## config.mk

```make
export PLATFORM = sky130hd
export DESIGN_NAME = lpms_sequencer
export DESIGN_NICKNAME = d
export VERILOG_FILES = /design/src/hw/lpms_pkg.sv /design/src/hw/lpms_sequencer.sv /design/src/hw/lpms_pin_sync.sv
export SDC_FILE = /design/constraint.sdc
export NUM_CORES = 1
export LEC_CHECK = 0
export ABC_AREA = 1
export BUFFER_PORTS_ARGS = -buffer_cell sky130_fd_sc_hd__buf_2
export CORE_AREA = 2 2 88 90
export DETAILED_ROUTE_END_ITERATION = 10
export DIE_AREA = 0 0 90 92
export GPL_ROUTABILITY_DRIVEN = 0
export HOLD_SLACK_MARGIN = 0.1
export PLACE_DENSITY = 0.53
export SYNTH_ARGS = -nofsm -noshare
export SYNTH_HDL_FRONTEND = slang
export SYNTH_SLANG_ARGS = --single-unit
```

## constraint.sdc

```tcl
create_clock -name clk_sys -period 2.15 [get_ports clk_sys]
set_input_delay 0.1075 -clock clk_sys [delete_from_list [all_inputs] [get_ports clk_sys]]
set_output_delay 0.1075 -clock clk_sys [all_outputs]
set_load 0.03 [all_outputs]
```

## src/hw/lpms_pkg.sv

```systemverilog
// ----------------------------------------------------------------------------
// shared constants for the low power mode sequencer
// ----------------------------------------------------------------------------
package lpms_pkg;
  // core clock rate
  localparam int unsigned CLK_HZ        = 100_000_000;
  // oscillator settling delay after an interrupt wake, in microseconds
  localparam int unsigned SETTLE_US     = 1000;
  localparam int unsigned SETTLE_CYC    = (CLK_HZ / 1_000_000) * SETTLE_US;
  localparam int unsigned SETTLE_W      = 24;
  // power-up reset hold the outside world must give, in milliseconds
  localparam int unsigned PWRUP_HOLD_MS = 20;
  // internal power-on reset stretch, in cycles
  localparam int unsigned POR_CYC       = 16;
  localparam int unsigned POR_W         = 5;
  // number of interrupt sources seen by the sequencer
  localparam int unsigned IRQ_SRC_N     = 3;
  localparam int unsigned SRC_EXT1      = 0;
  localparam int unsigned SRC_TMR_EXT2  = 1;
  localparam int unsigned SRC_SER_TMR2  = 2;

  typedef enum logic [2:0] {
    LPMS_ST_POR,
    LPMS_ST_ACTIVE,
    LPMS_ST_WAIT,
    LPMS_ST_STOP,
    LPMS_ST_SETTLE,
    LPMS_ST_RESET,
    LPMS_ST_STANDBY
  } lpms_state_e;
endpackage

```

## src/hw/lpms_sequencer.sv

```systemverilog
// Notes on behaviour
// - wait gates cpu clock, peripherals keep running
// - wait holds registers, ram and pins
// - wait exits on interrupt, reset, standby
// - interrupt wake vectors, or resumes if masked
// - peripheral-masked sources never release wait
// - no serial retrigger once wait entered
// - stop halts oscillator, cpu and peripherals
// - stop exits on external lines, reset, standby
// - stop wake vectors, or resumes if masked
// - masked second external line keeps stop
// - interrupt stop exit waits oscillator settling
// - reset exit restarts oscillator, cpu on release
// - standby stops all, resets state, floats pins
// - external pin and power-on reset both reset
`timescale 1ns/1ps
`default_nettype none
module lpms_sequencer #(
  parameter int unsigned SETTLE_CYCLES = lpms_pkg::SETTLE_CYC
) (
  input  wire logic clk_sys,
  input  wire logic reset_n,
  input  wire logic ext_reset_n,
  input  wire logic standby_pin_n,
  input  wire logic ext_irq_first_n,
  input  wire logic ext_irq_second_n,
  input  wire logic ext_irq_second_mask,
  input  wire logic tmr_irq_req,
  input  wire logic tmr_irq_mask,
  input  wire logic ser_irq_req,
  input  wire logic ser_irq_mask,
  input  wire logic cpu_irq_mask,
  input  wire logic wait_instr,
  input  wire logic stop_instr,
  output var  logic osc_run,
  output var  logic cpu_clk_en,
  output var  logic periph_clk_en,
  output var  logic core_reset,
  output var  logic pins_hiz,
  output var  logic hold_state,
  output var  logic wake_vector,
  output var  logic wake_resume,
  output var  logic serial_retrig_block,
  output var  logic [2:0] mode_state
);
  import lpms_pkg::*;

  // --------------------------------------------------------------------------
  // pin synchronisers
  // --------------------------------------------------------------------------
  logic [3:0] pins_s;
  logic       rst_pin_n;
  logic       standby_pin_n_n;
  logic       irq1_n;
  logic       irq2_n;

  lpms_pin_sync #(
    .W       (4),
    .RST_VAL (4'h0)
  ) u_sync (
    .clk_sys (clk_sys),
    .reset_n (reset_n),
    .pin_in  ({ext_reset_n, standby_pin_n, ext_irq_first_n, ext_irq_second_n}),
    .pin_out (pins_s)
  );

  assign rst_pin_n = pins_s[3];
  assign standby_pin_n_n    = pins_s[2];
  assign irq1_n    = pins_s[1];
  assign irq2_n    = pins_s[0];

  // --------------------------------------------------------------------------
  // request qualification
  // --------------------------------------------------------------------------
  // a source masked at its own peripheral never reaches the core
  function automatic logic gated(input logic req, input logic mask);
    gated = req & ~mask;
  endfunction

  logic [IRQ_SRC_N-1:0] irq_req;
  logic                 wake_wait;
  logic                 wake_stop;

  always_comb
  begin
    irq_req[SRC_EXT1]     = ~irq1_n;
    irq_req[SRC_TMR_EXT2] = gated(tmr_irq_req, tmr_irq_mask)
                            | gated(~irq2_n, ext_irq_second_mask);
    irq_req[SRC_SER_TMR2] = gated(ser_irq_req, ser_irq_mask);
  end

  assign wake_wait = |irq_req;
  assign wake_stop = ~irq1_n | gated(~irq2_n, ext_irq_second_mask);

  // --------------------------------------------------------------------------
  // internal power-on reset stretch
  // --------------------------------------------------------------------------
  logic [POR_W-1:0] por_cnt_r;
  logic             por_done;

  // counts after release of the async reset; holds the core in reset till done
  always_ff @(posedge clk_sys or negedge reset_n)
    if (!reset_n)
      por_cnt_r <= '0;
    else if (!por_done)
      por_cnt_r <= por_cnt_r + POR_W'(1);

  assign por_done = (por_cnt_r == POR_W'(POR_CYC));

  // --------------------------------------------------------------------------
  // mode state machine
  // --------------------------------------------------------------------------
  lpms_state_e       state_r;
  lpms_state_e       state_nxt;
  logic [SETTLE_W-1:0] settle_r;
  logic              settle_done;

  assign settle_done = (settle_r == SETTLE_W'(SETTLE_CYCLES - 1));

  always_comb
  begin
    state_nxt = state_r;
    case (state_r)
      LPMS_ST_POR:
        if (por_done)
          state_nxt = LPMS_ST_RESET;
      LPMS_ST_ACTIVE:
        if (stop_instr)
          state_nxt = LPMS_ST_STOP;
        else if (wait_instr)
          state_nxt = LPMS_ST_WAIT;
      LPMS_ST_WAIT:
        if (wake_wait)
          state_nxt = LPMS_ST_ACTIVE;
      LPMS_ST_STOP:
        if (wake_stop)
          state_nxt = LPMS_ST_SETTLE;
      LPMS_ST_SETTLE:
        if (settle_done)
          state_nxt = LPMS_ST_ACTIVE;
      LPMS_ST_RESET:
        if (rst_pin_n)
          state_nxt = LPMS_ST_ACTIVE;
      LPMS_ST_STANDBY:
        if (standby_pin_n_n)
          state_nxt = LPMS_ST_RESET;
      default:
        state_nxt = LPMS_ST_RESET;
    endcase
    // reset pin takes precedence over any mode but power-on reset and standby
    if (state_r != LPMS_ST_POR && state_r != LPMS_ST_STANDBY && !rst_pin_n)
      state_nxt = LPMS_ST_RESET;
    // standby pin beats every mode but power-on reset, pending wakes included
    if (state_r != LPMS_ST_POR && !standby_pin_n_n)
      state_nxt = LPMS_ST_STANDBY;
  end

  always_ff @(posedge clk_sys or negedge reset_n)
    if (!reset_n)
      state_r <= LPMS_ST_POR;
    else
      state_r <= state_nxt;

  // settling counter runs only while the oscillator restarts
  always_ff @(posedge clk_sys or negedge reset_n)
    if (!reset_n)
      settle_r <= '0;
    else if (state_r == LPMS_ST_SETTLE && !settle_done)
      settle_r <= settle_r + SETTLE_W'(1);
    else if (state_r != LPMS_ST_SETTLE)
      settle_r <= '0;

  // --------------------------------------------------------------------------
  // wake outcome: vector if accepted, resume after sleep instruction if masked
  // --------------------------------------------------------------------------
  logic wake_evt;

  assign wake_evt = (state_r == LPMS_ST_WAIT && state_nxt == LPMS_ST_ACTIVE)
                    || (state_r == LPMS_ST_SETTLE && state_nxt == LPMS_ST_ACTIVE);

  always_ff @(posedge clk_sys or negedge reset_n)
    if (!reset_n)
    begin
      wake_vector <= 1'b0;
      wake_resume <= 1'b0;
    end
    else
    begin
      wake_vector <= wake_evt & ~cpu_irq_mask;
      wake_resume <= wake_evt & cpu_irq_mask;
    end

  // --------------------------------------------------------------------------
  // serial retrigger lock, set on wait entry, freed on leaving wait
  // --------------------------------------------------------------------------
  always_ff @(posedge clk_sys or negedge reset_n)
    if (!reset_n)
      serial_retrig_block <= 1'b0;
    else
      serial_retrig_block <= (state_nxt == LPMS_ST_WAIT);

  // --------------------------------------------------------------------------
  // registered control outputs, decoded from next state
  // --------------------------------------------------------------------------
  always_ff @(posedge clk_sys or negedge reset_n)
    if (!reset_n)
    begin
      osc_run       <= 1'b0;
      cpu_clk_en    <= 1'b0;
      periph_clk_en <= 1'b0;
      core_reset    <= 1'b1;
      pins_hiz      <= 1'b0;
      hold_state    <= 1'b0;
      mode_state    <= 3'h0;
    end
    else
    begin
      // oscillator runs in reset so it settles before the cpu starts
      osc_run       <= state_nxt inside {LPMS_ST_ACTIVE, LPMS_ST_WAIT,
                                         LPMS_ST_SETTLE, LPMS_ST_RESET};
      cpu_clk_en    <= (state_nxt == LPMS_ST_ACTIVE);
      periph_clk_en <= state_nxt inside {LPMS_ST_ACTIVE, LPMS_ST_WAIT};
      core_reset    <= state_nxt inside {LPMS_ST_POR, LPMS_ST_RESET,
                                         LPMS_ST_STANDBY};
      pins_hiz      <= (state_nxt == LPMS_ST_STANDBY);
      hold_state    <= state_nxt inside {LPMS_ST_WAIT, LPMS_ST_STOP,
                                         LPMS_ST_SETTLE};
      mode_state    <= 3'(state_nxt);
    end
endmodule
`default_nettype wire

```

## src/hw/lpms_pin_sync.sv

```systemverilog
`timescale 1ns/1ps
`default_nettype none
// ----------------------------------------------------------------------------
// three-stage pin synchroniser; output moves once stages two and three agree
// ----------------------------------------------------------------------------
module lpms_pin_sync #(
  parameter int unsigned  W        = 1,
  parameter logic [W-1:0] RST_VAL  = '1
) (
  input  wire logic         clk_sys,
  input  wire logic         reset_n,
  input  wire logic [W-1:0] pin_in,
  output var  logic [W-1:0] pin_out
);
  logic [W-1:0] s1_r;
  logic [W-1:0] s2_r;
  logic [W-1:0] s3_r;

  // shift chain; first stage feeds only the second
  always_ff @(posedge clk_sys or negedge reset_n)
    if (!reset_n)
    begin
      s1_r <= RST_VAL;
      s2_r <= RST_VAL;
      s3_r <= RST_VAL;
    end
    else
    begin
      s1_r <= pin_in;
      s2_r <= s1_r;
      s3_r <= s2_r;
    end

  // per bit agreement filter
  always_ff @(posedge clk_sys or negedge reset_n)
    if (!reset_n)
      pin_out <= RST_VAL;
    else
      for (int i = 0; i < W; i++)
        if (s2_r[i] == s3_r[i])
          pin_out[i] <= s3_r[i];
endmodule
`default_nettype wire

```

Word level (Yosys, flattened, before mapping)
Cells that the tools add are included.
Widths: inputs -> output; s select.
- add/sub/neg operators: 2
- multiply operators: 0
- divide/modulo/power cells: 0
- $lt $le $gt $ge: 0
- equal/unequal tests: 20
- shifts and indexed selects: 0
- mux-type cells: 13
- bitwise logic cells: 13
- reductions and logical operators: 19
- operators by type and width (kind ; number):
    $mux 24 ; 2
    $mux 3 ; 10
    $add 24x1->24 const B ; 1
    $eq 24x17->1 const B ; 1
    $pmux 3 s7 ; 1
    $eq 3x3->1 const B ; 6
    $eq 3x2->1 const B ; 4
    $reduce_bool 3->1 ; 3
    $eq 3x1->1 const B ; 2
    $logic_and 1x1->1 ; 6
    $logic_not 3->1 ; 2
    $ne 3x3->1 const B ; 2
    $not 1->1 ; 6
    $add 5x1->5 const B ; 1
    $and 1x1->1 ; 5
    $eq 5x5->1 const B ; 1
    $eq 1x1->1 ; 4
    $reduce_bool 2->1 ; 2
    $reduce_bool 4->1 ; 1
    $logic_not 1->1 ; 3
    $reduce_or 3->1 ; 1
    $or 1x1->1 ; 2
    $logic_or 1x1->1 ; 1
- register bits after elaboration: 57
- latch bits: 0
- bits in writable memories: 0
- memory bits (read-only): 0
- input port bits: 14
- output and inout port bits: 12
- word-level logic and storage cells: 86
- memories kept: 0

Logic depth before layout (Yosys ltp)
Gate-level depths: netlist of run 1.
- word-level depth: 12
- gate-level depth with buffers: 14
- mapped depth without buffers: 14

Hierarchy
From an unflattened synthesis of run 1, not the netlist that was laid out.
- cell total of the unflattened synthesis: 343
- area total of the unflattened synthesis: 2832.7 um2
- by module, submodules not included (module ; instances ; cells an instance ; area each (um2) ; seq. area each (um2)):
    lpms_sequencer ; 1 ; 311 ; 2367.3 ; 1027.2
    lpms_pin_sync ; 1 ; 32 ; 465.4 ; 400.4

Least setup slack after synthesis of run 1
No wires, ideal clock.
- path type: register -> register
- from: register, netlist name mode_state[0]
- to: register osc_run
- arrival time: 1480 ps
- slack: 546 ps
- stages on the path, launching flop included: 11
- path through: dfrtp_1 nor2_2 inv_2 nor2_4 inv_2 nor2_4 inv_2 nand2_4 nand2_2 nand2_2 nand3_1
- RTL lines (element ; RTL line ; RTL):
    to (signal assigned) ; lpms_sequencer.sv:219 ; osc_run <= state_nxt inside {LPMS_ST_ACTIVE, LPMS_ST_WAIT,
    to (decl) ; lpms_sequencer.sv:35 ; output var logic osc_run,

Final worst setup path of run 1
- from: register settle_r[0]
- to: register settle_r[22]
- cells in the longest elaborated chain, start to end: 4
- ends and longest elaborated chain (element ; RTL line ; RTL):
    from (decl) ; lpms_sequencer.sv:115 ; logic [SETTLE_W-1:0] settle_r;
    from (signal assigned) ; lpms_sequencer.sv:169 ; settle_r <= settle_r + SETTLE_W'(1);
    branches (longest 4 deep; another with $add 24x1->24) ; n/a ;
Several ways; the timed one is not identified.
A chain may end at the register's enable or synchronous reset.

==> out/metrics.cfg, run 1 <==
[placement]
dp_hpwl_mm = 4.50
pre_cts_slack_ns = 0.394
port-buffer-count = 25

[clock_tree]
cts.sinks = 57
ctsResizeCount = 0
root_buffer = clkbuf_8
h-tree-depth = 3
cts_setup_buffers = 0
clk_latency_ns = 0.34
clk_pin_slew_ns = 0.07
cts_buffers = 9
cts_tree = yes
clock_path_buffers = 2

[routing]
drtAntennaViolNets = 0
viasPerCell = 4.74
drc_errors = 0
wl_per_cell_um = 12.4
vias = 2245
dr.pass1.iters = 5
routed_wl_mm = 5.89
drt-initial-drc-count = 141

[layout]
drive_gt1_share_pct = 22.0
area_growth_syn_to_layout_pct = 18.3
final_cell_mix = 56 x dfrtp_1, 42 x nand2_1, 41 x inv_1, 41 x nor2_1, 25 x buf_2
n_fill_cell = 745
antenna_cells = 0
final_common_cell = dfrtp_1
fin_nets = 384

[sta]
fin_crit_sh_pct = 83.5
min_period_ns = 1.79
skew_ns = 0.00641
fmax_mhz = 557
setup_viol = 0
rsz0062_at_grt = no
finalHoldViolCount = 0
worst_slack_ns = 0.355
maxSlewHeadroom_pct = 62.7
tightest_slew_ns = 0.559
tns_ns = 0
slew_viol_final = 0

[die]
die-height_um = 92
core-area_mm2 = 0.00745
rows = 32
die_w_um = 90
start_util_pct = 38.1
boundaryPins = 26
die_area_mm2 = 0.00828

[pwr]
seq_power_share_pct = 45.4
leakage_nw = 1.54
clkPwrFrac_pct = 35.5
swShare_pct = 33.8
powerDensity_mw_per_mm2 = 781
p_int_mw = 1.73
peakVddDrop_v = 0.000371
combPwrFrac_pct = 19.1
p_sw_uw = 886

[run_status]
status = finished, final reports clean

[synthesis]
ys_top_cells_by_area = dfrtp_1 49%, nand2_1 5.6%, inv_1 5.4%
synth.distinct_cells = 35
yosys_warnings = 0
synth_cells = 324
synth.top_cell.area_share_pct = 49.4
synth_seq_area_share_pct = 50.4
netlist_area_mm2 = 0.00283
synth_nets = 341
syn_avg_cell_area_um2 = 8.75
synth_seq_cells = 57
yosys.area.top_type = dfrtp_1

[setup_path]
reg2reg_slack_ns = 0.36
slowest_stage = dfrtp_1
critPathKind = flip-flop to flip-flop
rr_worst_depth = 8
crit_path_end_kind = flip-flop
max_stage_delay_ns = 0.41
cp.required_ns = 2.41
cp_num_cells = 8
crit_fanout = 4
worstSetupStartpointType = flip-flop
r2r-start = settle_r[0]
worst-path-buf-inv = 1
r2r_end = settle_r[22]
path_delay_family = simple AND/OR/NAND/NOR gates
worstPathCellList = ha_1 > nand2_1 > inv_2 > nand2_2 > nor2_1 > nand4_1 > or2_0 > a21oi_1
crit_arrival_ns = 2.06

[grt]
grt.overflow.total = 0
grt_pass1_vias = 2223
grt_max_degree = 35
antenna_found_initial = 0
grt_usage_pct = 15.8
grt_pass1_wl_mm = 10.5

[run]
max-cap-violations = 0

[hold_path]
hold_class = input pin to async pin

[registers in the layout (all words and copies together), names as in the netlist, 3 cells and up]
signal          cells
settle_r           24
por_cnt_r           5
u_sync.pin_out      4
u_sync.s1_r         4
u_sync.s2_r         4
u_sync.s3_r         4
mode_state          3
[power groups by stage]
stage | Clock (mW) | Sequential (mW) | Combinational [mW]
after detailed placement | 0 | 1.21 | 0.499
after floorplan | 0 | 1.28 | 0.271
after global placement | 0 | 1.21 | 0.502
after CTS | 0.964 | 1.19 | 0.508
after global routing | 1.01 | 1.20 | 0.555
final | 0.929 | 1.19 | 0.501
[timing repair]
item | CTS | global route
endpoints found under the setup margin | 0 | 0
hold endpoints to repair | 28 | 0
hold buffers | 6 | 0
[layer usage]
metal	GRT usage, %	routed length (µm)	vias up
li1	-	-	1152
met1	22.3	3000	1033
met2	23.7	2550	50
met3	2.79	227	10
met4	7.69	119	0
met5	0	0	-
[stage by stage]
step	utilization (%)	instances	total power, mW	hold slack, ns	cell area (µm²)
after floorplan	-	324	1.55	-0.188	2830
after global placement	41.8	452	1.71	0.133	3110
after detailed placement	41.8	452	1.71	0.133	3110
after CTS	45.0	474	2.66	0.303	3350
after global routing	45.0	474	2.77	0.340	3350
final	45.0	474	2.62	0.285	3350
[Yosys cell counts]
master / instances
a21boi_1: 1
a21oi_1: 12
a21oi_4: 1
a2bb2oi_1: 1
a31oi_1: 2
buf_2: 1
clkinv_2: 1
dfrtp_1: 56
dfstp_2: 1
ha_1: 3
inv_1: 41
inv_2: 12
maj3_1: 4
nand2_1: 42
nand2_2: 8
nand2_4: 3
nand3_1: 24
nand3_2: 1
nand3_4: 1
nand4_1: 16
nand4_2: 1
nor2_1: 41
nor2_2: 2
nor2_4: 4
nor3_1: 9
nor3_2: 3
nor3b_1: 1
nor4_1: 2
nor4_2: 1
o21ai_0: 12
o21ai_1: 3
o31ai_1: 1
or2_0: 1
xnor2_1: 3
xor2_1: 9
[worst max-delay path by stage]
stage	startpoint	slack, ns	to
2_1_floorplan	mode_state[0]	0.55	osc_run
3_3_place_gp	settle_r[0]	0.40	osc_run
3_5_place_dp	settle_r[0]	0.39	osc_run
4_1_cts	settle_r[0]	0.36	osc_run
5_1_grt	por_cnt_r[0]	0.18	wake_resume
6_report	settle_r[0]	0.36	settle_r[22]
[worst reg2reg max path, delay by kind of cell, from the launching register on]
| kind | cells | cell delay, ns |
|---|---|---|
| AND/OR/NAND/NOR | 5 | 0.88 |
| flip-flops | 1 | 0.41 |
| adder cells (fa/ha/maj) | 1 | 0.23 |
| AO/OA/AOI/OAI | 1 | 0.13 |
| buffers and inverters | 1 | 0.07 |
[layout make-up]
type,count,area (µm²),area share [%]
Clock buffer,9,124,3.69
Clock inverter,7,60.1,1.79
Inverter,54,204,6.08
Multi-Input combinational cell,212,1200,35.7
Sequential cell,57,1430,42.6
Tap cell,102,128,3.81
Timing Repair Buffer,33,213,6.34
[logic make-up (layout without fill, tap and decap cells)]
logic type	count (synthesis)	after routing	share of synthesized area, %
simple gates	160	160	29.2
buf+inv	55	103	7.37
compound gates	33	33	6.62
fa+ha+maj	7	7	2.74
xor+xnor	12	12	3.71
flops	57	57	50.4
Power figures use the tool's default switching activity.
==> inputs of run 2 (changes only) <==
Clock period 2.15 ns to 1.75 ns, I/O delays scaled along.
==> run 2 against run 1 <==
Via count grew 3.1%. Maximum frequency grew 12%. Combinational power grew 30%. Core utilization grew 2.5 points. Clock power grew 40%.
==> out/metrics.cfg, run 2 (synthesis results as in run 1) <==
[layout]
antenna_cells = 0
drive_gt1_share_pct = 28.6
post-route-util_pct = 47.5
area_growth_syn_to_layout_pct = 24.9
fin_nets = 397
final_common_cell = dfrtp_1
largest_reg_flops = 24
final_cell_mix = 53 x dfrtp_1, 40 x inv_1, 38 x nor2_1
top_regs = settle_r: 24 flops, por_cnt_r: 5 flops
regMostFlops = settle_r

[setup_path]
reg2reg_slack_ns = 0.15
path_delay_family = simple AND/OR/NAND/NOR gates
cp.required_ns = 1.99
cpMostUsedCell = nor2_1
worstSetupStartpointType = flip-flop
crit_arrival_ns = 1.84
crit_fanout = 8
worstPathCellList = inv_2 > nand3_1 > nor2_1 > nor2_1 > nand3_1 > a21oi_4 > nor2_1 > nand2_4 > nand3_2
crit_path_end_kind = flip-flop
max_stage_delay_ns = 0.44
critPathKind = flip-flop to flip-flop
slowest_stage = dfrtp_2
worst-path-buf-inv = 1

[sta]
tightest_slew_ns = 0.600
finalHoldViolCount = 0
fmax_mhz = 624
maxSlewHeadroom_pct = 60.0
setup_viol = 0
slew_viol_final = 0
tns_ns = 0
min_period_ns = 1.60
fin_crit_sh_pct = 91.5
skew_ns = 0.00849

[pwr]
seq_power_share_pct = 43.0
powerDensity_mw_per_mm2 = 967
swShare_pct = 32.5
leakage_nw = 1.65
peakVddDrop_v = 0.000426
combPwrFrac_pct = 19.1
clkPwrFrac_pct = 37.9
p_sw_mw = 1.11
p_int_mw = 2.31

[run_status]
status = finished, final reports clean

[routing]
drt-initial-drc-count = 100
drtAntennaViolNets = 0
routed_wl_mm = 6.13
vias = 2314
dr.pass1.iters = 4
wl_per_cell_um = 12.6
drc_errors = 0
viasPerCell = 4.75

[clock_tree]
root_buffer = clkbuf_8
clk_pin_slew_ns = 0.08
cts.sinks = 57
clock_path_buffers = 2
cts_buffers = 9
clk_latency_ns = 0.35
cts_tree = yes
h-tree-depth = 3

[die]
boundaryPins = 26
rows = 32
core-area_mm2 = 0.00745
die_w_um = 90
start_util_pct = 38.1
die-height_um = 92
die_area_mm2 = 0.00828

[run]
max-cap-violations = 0

[grt]
grt_usage_pct = 16.2
grt_pass1_vias = 2313
grt.overflow.total = 0
antenna_found_initial = 0
grt_max_degree = 33
grt_pass1_wl_mm = 10.6

[hold_path]
hold_class = input pin to async pin

[placement]
port-buffer-count = 25
dp_hpwl_mm = 4.52

==> run 2: changes by cell type in the layout (fill, tap and decap cells not counted), moves of 3 or more <==
cell	previous run	this run
dfrtp_2	0	3
dfrtp_1	56	53
nand2_1	42	37
nand2_4	3	6
nor2_1	41	38
nor2_2	2	5
buf_4	1	14
==> run 2: area by class of cell <==
cell class	instances	area, µm²
inverter	54	206
sequential	57	1430
clock buffer	9	124
timing repair buffer	46	310
clock inverter	7	85.1
multi-input combinational	212	1250
fill	724	3910
tap	102	128
==> run 2: metrics by stage <==
stage / power [mW] / instances / hold WS [ns] / setup WS, ns / area [µm²]
detailed placement: 2.10 / 460 / 0.127 / 0.0754 / 3170
global placement: 2.10 / 460 / 0.125 / 0.0979 / 3170
global route: 3.61 / 487 / 0.344 / -0.0130 / 3540
floorplan: 1.91 / 324 / -0.208 / 0.146 / 2830
finish: 3.42 / 487 / 0.271 / 0.148 / 3540
CTS: 3.42 / 482 / 0.282 / 0.0505 / 3440
==> run 2: final timing paths <==
check                                from                  end  depth (start not counted)
max                         mode_state[0]              osc_run                          9
min                               reset_n  serial_retrig_block                          2
max reg2reg                 mode_state[0]              osc_run                          9
min reg2reg                u_sync.s1_r[3]       u_sync.s2_r[3]                          0
max in group asynchronous         reset_n          settle_r[6]                          3
min in group clk_sys           stop_instr        mode_state[1]                          7
==> run 2: power groups by stage <==
stage	combinational [mW]	clock, mW	sequential [mW]
floorplan	0.332	0	1.58
global placement	0.610	0	1.49
detailed placement	0.613	0	1.49
CTS	0.624	1.33	1.46
global route	0.729	1.40	1.48
finish	0.653	1.30	1.47
==> run 2: metal layers <==
| layer | track usage [%] | routed length (µm) | vias to the layer above |
|---|---|---|---|
| met2 | 24.2 | 2750 | 57 |
| met4 | 9.87 | 114 | 0 |
| li1 | - | - | 1172 |
| met3 | 2.71 | 279 | 10 |
| met5 | 0 | 0 | - |
| met1 | 22.0 | 2980 | 1075 |
==> run 2: what timing repair did <==
action                                  4_1_cts  5_1_grt
endpoints found under the hold margin        30        0
resized for setup                             0       20
endpoints found under the setup margin        0       15
hold buffers                                  6        0
setup buffers                                 0        5
==> run 2: worst reg2reg max path, stage by stage, from the launching register on <==
cell and delay [ns]:
dfrtp_2 0.44, inv_2 0.07, nand3_1 0.10, nor2_1 0.07, nor2_1 0.13, nand3_1 0.13, a21oi_4 0.29, nor2_1 0.12
nand2_4 0.10, nand3_2 0.05
